<file path="src/hspcs_pkg.sv">
// Shared constants, types and serial bit engines for the host serial port
package hspcs_pkg;

   // Clock and timing
   localparam int CLK_HZ = 200_000_000;
   localparam int CLK_NS = 5;
   localparam int T_RST_US = 20;
   localparam int RST_CYC = (T_RST_US * 1000 + CLK_NS - 1) / CLK_NS;
   localparam int T_FACT_MS = 450;
   localparam longint FACT_CYC = (longint'(T_FACT_MS) * 1_000_000 + CLK_NS - 1) / CLK_NS;
   localparam int SETTLE = 3;

   // Character framing
   localparam int DIV_W = 20;
   localparam int DATA_W = 8;
   localparam int STOP_BIT = 9;

   // Receive buffer and flow control
   localparam int FIFO_DEPTH = 8;
   localparam int FIFO_W = 9;
   localparam int CTS_SLACK = 2;

   // Bit rates, selected by a 3-bit code
   localparam logic [2:0] RATE_DEFAULT = 3'h0;
   localparam int BPS_2400 = 2400;
   localparam int BPS_9600 = 9600;
   localparam int BPS_19200 = 19200;
   localparam int BPS_38400 = 38400;
   localparam int BPS_57600 = 57600;
   localparam int BPS_115200 = 115200;
   localparam int BPS_10400 = 10400;
   localparam int BPS_31250 = 31250;

   typedef enum logic [2:0] {
      DV_BOOT = 3'b001,
      DV_HOLD = 3'b010,
      DV_RUN = 3'b100
   } hspcs_dv_state_t;

   typedef enum logic [2:0] {
      HS_IDLE = 3'b001,
      HS_RST = 3'b010,
      HS_HOLD = 3'b100
   } hspcs_hs_state_t;

   typedef struct packed {
      logic busy;
      logic [DIV_W-1:0] cnt;
      logic [3:0] idx;
      logic [7:0] sh;
      logic [7:0] data;
      logic done;
   } hspcs_rx_t;

   typedef struct packed {
      logic busy;
      logic [DIV_W-1:0] cnt;
      logic [3:0] idx;
      logic [9:0] sh;
      logic line;
   } hspcs_tx_t;

   localparam hspcs_rx_t RX_IDLE = '{busy: 1'h0, cnt: 20'h0, idx: 4'h0, sh: 8'h00,
                                     data: 8'h00, done: 1'h0};
   localparam hspcs_tx_t TX_IDLE = '{busy: 1'h0, cnt: 20'h0, idx: 4'h0, sh: 10'h3FF,
                                     line: 1'h1};

   // Cycles per bit; floor division, error stays well under one percent at CLK_HZ
   function automatic logic [DIV_W-1:0] baud_div(input logic [2:0] sel, input int clk_hz);
      int bps;
      bps = BPS_2400;
      unique case (sel)
         3'h0: bps = BPS_2400;
         3'h1: bps = BPS_9600;
         3'h2: bps = BPS_19200;
         3'h3: bps = BPS_38400;
         3'h4: bps = BPS_57600;
         3'h5: bps = BPS_115200;
         3'h6: bps = BPS_10400;
         3'h7: bps = BPS_31250;
      endcase
      return DIV_W'(clk_hz / bps);
   endfunction : baud_div

   // Receiver: samples mid-bit, start, 8 data LSB first, stop
   function automatic hspcs_rx_t rx_step(input hspcs_rx_t s, input logic din,
                                         input logic [DIV_W-1:0] div);
      hspcs_rx_t r;
      r = s;
      r.done = 1'h0;
      if (!s.busy) begin
         if (!din) begin
            r.busy = 1'h1;
            r.cnt = div >> 1;
            r.idx = 4'h0;
         end
      end else if (s.cnt != 20'h0) begin
         r.cnt = s.cnt - 20'h1;
      end else begin
         r.cnt = div - 20'h1;
         if (s.idx == 4'h0) begin
            // A glitch that is high again at mid-start is not a character
            r.busy = ~din;
            r.idx = 4'h1;
         end else if (s.idx <= 4'(DATA_W)) begin
            r.sh = {din, s.sh[7:1]};
            r.idx = s.idx + 4'h1;
         end else begin
            r.busy = 1'h0;
            // A missing stop bit drops the character
            if (din) begin
               r.data = s.sh;
               r.done = 1'h1;
            end
         end
      end
      return r;
   endfunction : rx_step

   function automatic hspcs_tx_t tx_load(input logic [7:0] data, input logic [DIV_W-1:0] div);
      hspcs_tx_t r;
      r.busy = 1'h1;
      r.cnt = div - 20'h1;
      r.idx = 4'h0;
      r.sh = {1'h1, data, 1'h0};
      r.line = 1'h0;
      return r;
   endfunction : tx_load

   function automatic hspcs_tx_t tx_step(input hspcs_tx_t s, input logic [DIV_W-1:0] div);
      hspcs_tx_t r;
      r = s;
      if (s.busy) begin
         if (s.cnt != 20'h0) begin
            r.cnt = s.cnt - 20'h1;
         end else if (s.idx == 4'(STOP_BIT)) begin
            r.busy = 1'h0;
            r.line = 1'h1;
         end else begin
            r.sh = {1'h1, s.sh[9:1]};
            r.idx = s.idx + 4'h1;
            r.cnt = div - 20'h1;
            r.line = r.sh[0];
         end
      end
      return r;
   endfunction : tx_step

endpackage : hspcs_pkg

</file>
<file path="src/hspcs_link_if.sv">
// Four host lines plus the host-driven module reset
`timescale 1ns/1ps
interface hspcs_link_if;
   logic rxd;
   logic txd;
   logic cts_n;
   logic cmd_n;
   logic dev_rst;

   // Exactly four lines between the two serial ends
   modport dev(input rxd, input cmd_n, output txd, output cts_n);
   modport host(output rxd, output cmd_n, output dev_rst, input txd, input cts_n);
endinterface : hspcs_link_if

</file>
<file path="src/hspcs_device.sv">
// Module-side serial port with receive FIFO, flow control and command select
// Operation
// - Four lines: clear-to-send, command, receive, transmit
// - Clear-to-send low only while bytes accepted
// - Command low means bytes are register commands
// - Command high means bytes pass transparently
// - Command low at reset exit restores defaults
// - Host keeps command high during power-up
// - Host holds command low 450 ms first
// - Full duplex, same selectable rate both ends
`timescale 1ns/1ps

module hspcs_fifo #(
   parameter int W = 9,
   parameter int DEPTH = 8
) (
   // Clock and reset
   input wire logic clock,
   input wire logic rst,
   input wire logic ce,
   // Fill side
   input wire logic [W-1:0] in_data,
   input wire logic in_valid,
   output logic in_ready,
   // Drain side
   output logic [W-1:0] out_data,
   output logic out_valid,
   input wire logic out_ready,
   // Fill level
   output logic [$clog2(DEPTH):0] count
);
   localparam int AW = $clog2(DEPTH);

   typedef struct packed {
      logic [AW:0] wr;
      logic [AW:0] rd;
   } hspcs_fifo_st_t;

   hspcs_fifo_st_t st_r;
   hspcs_fifo_st_t st_nxt;
   logic [W-1:0] mem_r [DEPTH];
   logic push;
   logic pop;

   assign count = st_r.wr - st_r.rd;
   assign in_ready = ce & (count != (AW+1)'(DEPTH));
   assign out_valid = ce & (st_r.wr != st_r.rd);
   assign out_data = mem_r[st_r.rd[AW-1:0]];
   assign push = in_valid & in_ready;
   assign pop = out_valid & out_ready;

   always_comb begin
      st_nxt = st_r;
      if (push) begin
         st_nxt.wr = st_r.wr + (AW+1)'(1);
      end
      if (pop) begin
         st_nxt.rd = st_r.rd + (AW+1)'(1);
      end
   end

   always_ff @(posedge clock) begin
      if (rst) begin
         st_r <= '0;
      end else if (ce) begin
         st_r <= st_nxt;
      end
   end

   // Storage needs no reset; unread slots are never presented
   always_ff @(posedge clock) begin
      if (push) begin
         mem_r[st_r.wr[AW-1:0]] <= in_data;
      end
   end
endmodule : hspcs_fifo

module hspcs_device
   import hspcs_pkg::*;
#(
   parameter int CLK_HZ_P = CLK_HZ
) (
   // Clock, reset and enable
   input wire logic clock,
   input wire logic rst,
   input wire logic ce,
   // Host lines
   hspcs_link_if.dev link,
   // Received bytes; cmd flag set when taken in command mode
   output logic [7:0] rx_data,
   output logic rx_cmd,
   output logic rx_valid,
   input wire logic rx_ready,
   output logic rx_overrun,
   // Bytes to send to the host
   input wire logic [7:0] tx_data,
   input wire logic tx_valid,
   output logic tx_ready,
   // Mode, rate and default restore
   output logic cmd_mode,
   input wire logic [2:0] rate_sel,
   input wire logic rate_wr,
   output logic [2:0] rate,
   output logic defaults_restored
);
   localparam int CNT_W = $clog2(FIFO_DEPTH) + 1;
   localparam logic [CNT_W-1:0] CTS_LIMIT = CNT_W'(FIFO_DEPTH - CTS_SLACK);

   typedef struct packed {
      hspcs_dv_state_t state;
      logic [1:0] settle;
      logic s_rxd1;
      logic s_rxd2;
      logic s_cmd1;
      logic s_cmd2;
      logic [2:0] rate;
      logic restore;
      logic cmd_mode;
      logic cts_n;
      logic rx_cmd;
      logic overrun;
      hspcs_rx_t rx;
      hspcs_tx_t tx;
   } hspcs_dv_st_t;

   localparam hspcs_dv_st_t ST_RST = '{
      state: DV_BOOT, settle: 2'h0, s_rxd1: 1'h1, s_rxd2: 1'h1, s_cmd1: 1'h1,
      s_cmd2: 1'h1, rate: RATE_DEFAULT, restore: 1'h0, cmd_mode: 1'h0, cts_n: 1'h1,
      rx_cmd: 1'h0, overrun: 1'h0, rx: RX_IDLE, tx: TX_IDLE};

   hspcs_dv_st_t st_r;
   hspcs_dv_st_t st_nxt;
   logic [DIV_W-1:0] div;
   logic fifo_in_ready;
   logic [CNT_W-1:0] fifo_count;
   logic [FIFO_W-1:0] fifo_out;
   logic tx_fire;

   assign div = baud_div(st_r.rate, CLK_HZ_P);
   assign tx_ready = ce & ~st_r.tx.busy & (st_r.state == DV_RUN);
   assign tx_fire = tx_valid & tx_ready;

   // Receive path and transmit path run independently
   hspcs_fifo #(
      .W(FIFO_W),
      .DEPTH(FIFO_DEPTH)
   ) u_rx_fifo (
      .clock(clock),
      .rst(rst),
      .ce(ce),
      .in_data({st_r.rx_cmd, st_r.rx.data}),
      .in_valid(st_r.rx.done),
      .in_ready(fifo_in_ready),
      .out_data(fifo_out),
      .out_valid(rx_valid),
      .out_ready(rx_ready),
      .count(fifo_count)
   );

   always_comb begin
      st_nxt = st_r;
      st_nxt.restore = 1'h0;
      st_nxt.s_rxd1 = link.rxd;
      st_nxt.s_rxd2 = st_r.s_rxd1;
      st_nxt.s_cmd1 = link.cmd_n;
      st_nxt.s_cmd2 = st_r.s_cmd1;
      st_nxt.cmd_mode = ~st_r.s_cmd2;
      unique case (st_r.state)
         DV_BOOT: begin
            // Wait until the synchroniser holds the real pin level
            if (st_r.settle == 2'(SETTLE - 1)) begin
               st_nxt.state = st_r.s_cmd2 ? DV_RUN : DV_HOLD;
            end else begin
               st_nxt.settle = st_r.settle + 2'h1;
            end
         end
         DV_HOLD: begin
            // Defaults apply only once the host lets the line go high
            if (st_r.s_cmd2) begin
               st_nxt.state = DV_RUN;
               st_nxt.restore = 1'h1;
               st_nxt.rate = RATE_DEFAULT;
            end
         end
         DV_RUN: begin
            if (rate_wr) begin
               st_nxt.rate = rate_sel;
            end
         end
      endcase

      st_nxt.rx = rx_step(st_r.rx, st_r.s_rxd2, div);
      if (st_nxt.rx.done) begin
         // Tag each byte with the mode it arrived
         st_nxt.rx_cmd = ~st_r.s_cmd2;
      end
      st_nxt.overrun = st_r.rx.done & ~fifo_in_ready;

      if (tx_fire) begin
         st_nxt.tx = tx_load(tx_data, div);
      end else begin
         st_nxt.tx = tx_step(st_r.tx, div);
      end

      // Slack covers a byte already on the wire when the host sees high
      st_nxt.cts_n = (st_r.state != DV_RUN) | (fifo_count >= CTS_LIMIT);
   end

   always_ff @(posedge clock) begin
      if (rst) begin
         st_r <= ST_RST;
      end else if (ce) begin
         st_r <= st_nxt;
      end
   end

   assign link.txd = st_r.tx.line;
   assign link.cts_n = st_r.cts_n;
   assign rx_data = fifo_out[7:0];
   assign rx_cmd = fifo_out[8];
   assign rx_overrun = st_r.overrun;
   assign cmd_mode = st_r.cmd_mode;
   assign rate = st_r.rate;
   assign defaults_restored = st_r.restore;
endmodule : hspcs_device

</file>
<file path="src/flat_wrapper.sv">
// flat-port wrapper written by rule: the top's interface ports become plain ports
module hspcs_device_flat import hspcs_pkg::*;
#(
   parameter int CLK_HZ_P = CLK_HZ
)
  (clock, rst, ce, rx_data, rx_cmd, rx_valid, rx_ready, rx_overrun, tx_data, tx_valid, tx_ready, cmd_mode, rate_sel, rate_wr, rate, defaults_restored, link_rxd, link_cmd_n, link_txd, link_cts_n);
  hspcs_link_if link_i ();
  input wire logic clock;
  input wire logic rst;
  input wire logic ce;
  output logic [7:0] rx_data;
  output logic rx_cmd;
  output logic rx_valid;
  input wire logic rx_ready;
  output logic rx_overrun;
  input wire logic [7:0] tx_data;
  input wire logic tx_valid;
  output logic tx_ready;
  output logic cmd_mode;
  input wire logic [2:0] rate_sel;
  input wire logic rate_wr;
  output logic [2:0] rate;
  output logic defaults_restored;
  input wire logic [$bits(link_i.rxd)-1:0] link_rxd;
  input wire logic [$bits(link_i.cmd_n)-1:0] link_cmd_n;
  output wire logic [$bits(link_i.txd)-1:0] link_txd;
  output wire logic [$bits(link_i.cts_n)-1:0] link_cts_n;
  assign link_i.rxd = link_rxd;
  assign link_i.cmd_n = link_cmd_n;
  assign link_txd = link_i.txd;
  assign link_cts_n = link_i.cts_n;
  hspcs_device #(.CLK_HZ_P(CLK_HZ_P)) u_core (.clock(clock), .rst(rst), .ce(ce), .link(link_i), .rx_data(rx_data), .rx_cmd(rx_cmd), .rx_valid(rx_valid), .rx_ready(rx_ready), .rx_overrun(rx_overrun), .tx_data(tx_data), .tx_valid(tx_valid), .tx_ready(tx_ready), .cmd_mode(cmd_mode), .rate_sel(rate_sel), .rate_wr(rate_wr), .rate(rate), .defaults_restored(defaults_restored));
endmodule
</file>
<file path="config.mk">
export PLATFORM = sky130hd
export DESIGN_NAME = hspcs_device_flat
export DESIGN_NICKNAME = d
export VERILOG_FILES = /design/src/hspcs_pkg.sv /design/src/hspcs_link_if.sv /design/src/hspcs_device.sv /design/src/flat_wrapper.sv
export SDC_FILE = /design/constraint.sdc
export NUM_CORES = 1
export LEC_CHECK = 0
export BUFFER_PORTS_ARGS = -buffer_cell sky130_fd_sc_hd__buf_2
export CAP_MARGIN = 15
export CELL_PAD_IN_SITES_DETAIL_PLACEMENT = 1
export CELL_PAD_IN_SITES_GLOBAL_PLACEMENT = 1
export CORE_ASPECT_RATIO = 0.7
export CORE_MARGIN = 2
export CORE_UTILIZATION = 45
export CTS_CLUSTER_DIAMETER = 100
export CTS_CLUSTER_SIZE = 24
export DETAILED_ROUTE_END_ITERATION = 10
export PLACE_DENSITY_LB_ADDON = 0.1
export SLEW_MARGIN = 20
export SYNTH_ARGS = -nofsm -noshare
export SYNTH_HDL_FRONTEND = slang
export SYNTH_SLANG_ARGS = --single-unit
</file>
<file path="constraint.sdc">
create_clock -name clock -period 63.8 [get_ports clock]
set_input_delay 3.19 -clock clock [delete_from_list [all_inputs] [get_ports clock]]
set_output_delay 3.19 -clock clock [all_outputs]
set_load 0.01 [all_outputs]
</file>
# After elaboration in Yosys (flattened, before gate mapping)
# Memories as Yosys holds them, arrays and structs flattened. A register that Yosys moved wholly into a read port is not among the register bits.
# Cells that the tools add are included.
# op_classes
eq_ne	17
n_div	1
magnitude_cmp	2
bitwise	17
mux	35
n_reduce_logical	19
n_addsub	9
# op_table
cell	count
$mux W36	2
$sub A20 B1 Y20 const B	3
$mux W25	2
$mux W20	2
$reduce_bool A20 Y1	2
$mux W34	1
$div A29 B32 Y32 const A	1
$mux W3	8
$mux W21	1
$mux W9	2
$mux W17	1
$add A4 B1 Y4 const B	4
$reduce_and A4 Y1	4
$mux W15	1
$mux W12	1
$pmux W3 S2	2
$mux W1	10
$reduce_and A3 Y1	3
$and A1 B1 Y1	8
$mux W4	2
$ne A2 B1 Y1 const B	4
$not A1 Y1	8
$reduce_and A2 Y1	4
$ne A2 B2 Y1 const B	3
18 further kinds	21
# totals
ramBits	72
ff_bits	103
n_memories	2
romBits	112
elab_cells	127
out_inout_bits	19
input_bits	19
# memory_table
memory	words	width	rd	rd_clocked_by_memory_dff	wr	line_no	text
(name not given)	8	14	1	1	0	hspcs_pkg.sv:72	unique case (sel)
u_core.u_rx_fifo.mem_r	8	9	1	1	1	hspcs_device.sv:41	logic [W-1:0] mem_r [DEPTH];

# Depth between registers and ports, before layout
# depth
word_depth	6
mapped_depth	354
mapped_depth_nobuf	321

# By module
# A second synthesis with hierarchy kept.
# hier_totals
hier_cells	3808
area_unflattened_um2	28810.1
# by_module_without_submodules
mod	area_each_um2	cells_each	seq_area_each_um2	instances
hspcs_device	25386.8	3628	2142.1	1
hspcs_fifo	3423.3	180	2382.3	1

# Worst setup path before layout
# No wires, ideal clock.
# synth_path
path_type	register to register
startpoint	register (tool-made name)
endpoint	register u_core.st_r[16] (netlist bit)
t_arrival_ns	65.654
stages_incl_launch_ff	333
period_less_slack_ns	65.750
setup_time_ns	0.095
path_buffers	41
path_slack_ns	-1.950
required_time_ns	63.705
path_cell_list	dfxtp_1 > clkbuf_1 > inv_2 > clkbuf_1 > clkbuf_1 > buf_1 > ha_1 > o21a_1 > a32oi_1 > nor2_1 > ha_1 > or3_1 > a2bb2oi_1 > o2111ai_1 > inv_1 > ha_1 > or3_1 > o22a_1 > (+297 left out) > and2_1 > nor2_1 > nand3_1 > buf_1 > clkbuf_1 > o21a_1 > ha_1 > a21o_1 > a21o_1 > a21oi_1 > o221ai_1 > o21a_1 > o31ai_1 > nand4_2 > a211oi_1 > o21a_1 > mux2_1 > a221oi_1
# synth_rtl
item	line_no	text
end signal, assigned	hspcs_device.sv:213	st_r <= st_nxt;
end, declared	hspcs_device.sv:131	hspcs_dv_st_t st_r;

==> impl_results.md <==
- Status: finished, final reports clean
- Number of enable flip-flop cells after synthesis: 72
- CTS tree: yes
- TNS Setup: 0 ns
- Largest net degree at the start of global routing: 84
- Vias: around 32000
- Arrival time at the worst endpoint: around 60 ns
- Final cell count without fillers: approximately 5000
- # IOs: 38
- Clock sink count: 190
- Worst clock skew: between 0.015 and 0.02 ns
- Dpl hpwl: 88500 µm
- FP Rows: 78
- CP Class: reg -> reg
- Startpoint types: flip-flop
- Post-route cell area: approximately 34000 µm²
- Slowest cell on crit path: or4b_4
- Final hold vios: 0
- Global-route wire length before repair: about 180000 µm
- Worst rel slew slack: 0.236
- Via/cell ratio: approximately 6.5
- Max clock buf depth: 2
- Setup violations, final: 0
- Share of layout cells above drive strength 1: 0.174
- Syn Area/Cell: ~7.6 µm²
- Clk_lat worst skew: roughly 0.45 ns
- H-tree depth: 4
- Final Critical Period: roughly 61 ns
- Ys flop type: dfxtp_1
- Remaining DRCs: 0
- Nets: ~4400
- Syn Inst Count: ~4000
- YS warnings: 0
- GRT overflow: 0
- Req. time, crit path: approximately 64 ns
- Max-cap viol count: 0
- Sequential area share after synthesis: 0.152
- N_diodes: 0
- Final antenna-violating net count: 0
- Initial antenna violation count: 2
- Worst-margin pin slew: ~1.1 ns
- Crit. End Element: flip-flop
- Die Ht: between 200 and 250 µm
- CTS hold repair buffers: 0
- CP peak stage delay: 0.56 ns
- Fin. max-slew vios: 0
- Die Footprint: a little under 70000 µm²
- GP Congestion: about 0.96
- Area Overhead vs Synth: 14.8%
- Initial Utilization: 0.457
- Dpl cell area: around 32000 µm²
- Fmax: between 15 and 20 MHz
- Most frequent CP cell: a21o_1
- FF+latch count, synth: between 150 and 200
- GRT Total Usage: 0.330
- Root buffer cell: clkbuf_16
- Worst hold path class: reg -> reg
- WL/cell: between 20 and 25 µm
- # port buffers: 37
- DRT Pass-1 Iters: 5
- Yosys cell types: 138
- Netlist Area Pre-Place: roughly 30000 µm²
- Worst-path clk slew: ~0.08 ns
- Period utilisation layout: 0.957
- Vias in the first global route: around 31000
- CTS buffer count: 17
- Die width: about 310 µm
- Crit path max fanout: 17
- Core Box Area: between 60000 and 70000 µm²
- DR iter-0 viols: about 2900
- Inst Count DP: around 4900
- Async SR Flop Fraction: 0
- Final WL: 119000 µm
==> what timing repair did <==
item / CTS / global route
buffers inserted: 8 / 74
setup endpoints to repair: 34 / 34
hold endpoints to repair: 0 / 0
gates cloned: 2 / 3
pin swaps: 6 / 69
gates resized for setup: 35 / 197
==> cell families (layout without fill, tap and decap cells) <==
logic type | Yosys count | after routing | share of synthesized area
fa+ha+maj | 291 | 291 | 0.123
xor+xnor | 261 | 261 | 0.0778
simple gates | 1431 | 1434 | 0.245
flops | 190 | 190 | 0.152
buf+inv | 270 | 448 | 0.0362
compound gates | 1328 | 1328 | 0.304
mux | 151 | 151 | 0.0620
other cells | 2 | 4 | 0.000253
==> layout by cell type, fill, tap and decap left out, drive strengths merged, types with 34 or more instances in the layout <==
cell type    n
o21a        78
nand3      108
nand2b      60
or3         40
nand4       55
or2         35
o31ai       37
xnor2      162
o21ai      277
dfxtp      118
o211ai      34
and2        44
nor4        38
nor3       123
a211oi      42
a31oi       57
buf        290
mux2i       56
nand2      359
nor2b       56
edfxtp      72
a21oi      348
xor2        99
mux2        77
inv        130
ha         289
a21o       121
nor2       382
==> state kept, by name (all words and copies together) (netlist names), named ones only <==
name / cells
u_core.st_r: 84
u_core.u_rx_fifo.mem_r: 72
u_core.u_rx_fifo.st_r: 8
u_core.rate: 3
u_core.st_nxt: 2
u_core.cmd_mode: 1
u_core.defaults_restored: 1
u_core.link.cts_n: 1
u_core.link.txd: 1
u_core.rx_overrun: 1
==> through the flow <==
| step | util | hold slack [ns] | worst slack (ns) |
|---|---|---|---|
| after detailed placement | 0.488 | 0.435 | -2.13 |
| final | 0.524 | 0.455 | 2.75 |
| after CTS | 0.502 | 0.459 | 0.0439 |
| after floorplan | - | 0.416 | 0.00283 |
| after global placement | 0.488 | 0.430 | -0.422 |
| after global routing | 0.524 | 0.475 | -0.572 |
==> synth_stat cells (71+ instances only) <==
cell type  instances  area [µm²]
nand2_1          356        1340
xnor2_1          161        1410
clkbuf_1          99         372
mux2_2            71         800
a21oi_1          341        1710
nor2_1           375        1410
ha_1             289        3620
edfxtp_1          72        2160
nor3_1           116         581
dfxtp_1          118        2360
xor2_1            98         858
o21ai_0          256        1280
inv_1            122         458
o21a_1            77         578
nand3_1          101         505
a21o_1           121         908
==> routing by layer <==
metal	up-vias	global-route usage	share of wire
met1	15800	0.500	0.49
met2	1115	0.487	0.41
met5	-	0	0.000076
met4	2	0.0544	0.015
li1	15200	-	-
met3	131	0.0601	0.078
==> worst max-delay path: cells and delay by family, from the launching register on <==
family                   cells  cell delay, ns
AO/OA/AOI/OAI              141           27.61
AND/OR/NAND/NOR            106           19.13
adder cells (fa/ha/maj)     28            8.41
buffers and inverters       23            3.48
multiplexers                 5            1.52
flip-flops                   1            0.36
XOR/XNOR                     2            0.21
==> final timing paths <==
| check | slack, ns | start | endpoint | cells after the start |
|---|---|---|---|---|
| hold / removal | 0.45 | u_core.st_r[10]$_SDFFE_PP1P_ | u_core.st_r[10]$_SDFFE_PP1P_ | 1 |
| setup / recovery | 2.75 | flip-flop | u_core.st_r[21]$_SDFFE_PP0P_ | 305 |
| hold reg to reg | 0.45 | u_core.st_r[10]$_SDFFE_PP1P_ | u_core.st_r[10]$_SDFFE_PP1P_ | 1 |
| setup reg to reg | 2.75 | flip-flop | u_core.st_r[21]$_SDFFE_PP0P_ | 305 |
==> cell type report <==
cell class | count | area (µm²)
Tap cell | 880 | 1100
Fill cell | 8070 | 31000
Sequential cell | 190 | 4530
Inverter | 126 | 477
Clock inverter | 15 | 200
Timing Repair Buffer | 290 | 2140
Clock buffer | 17 | 425
Multi-Input combinational cell | 3469 | 25200
Power is not shown: default switching activity piles up to over one toggle a cycle in this logic, so the estimate is an artifact.
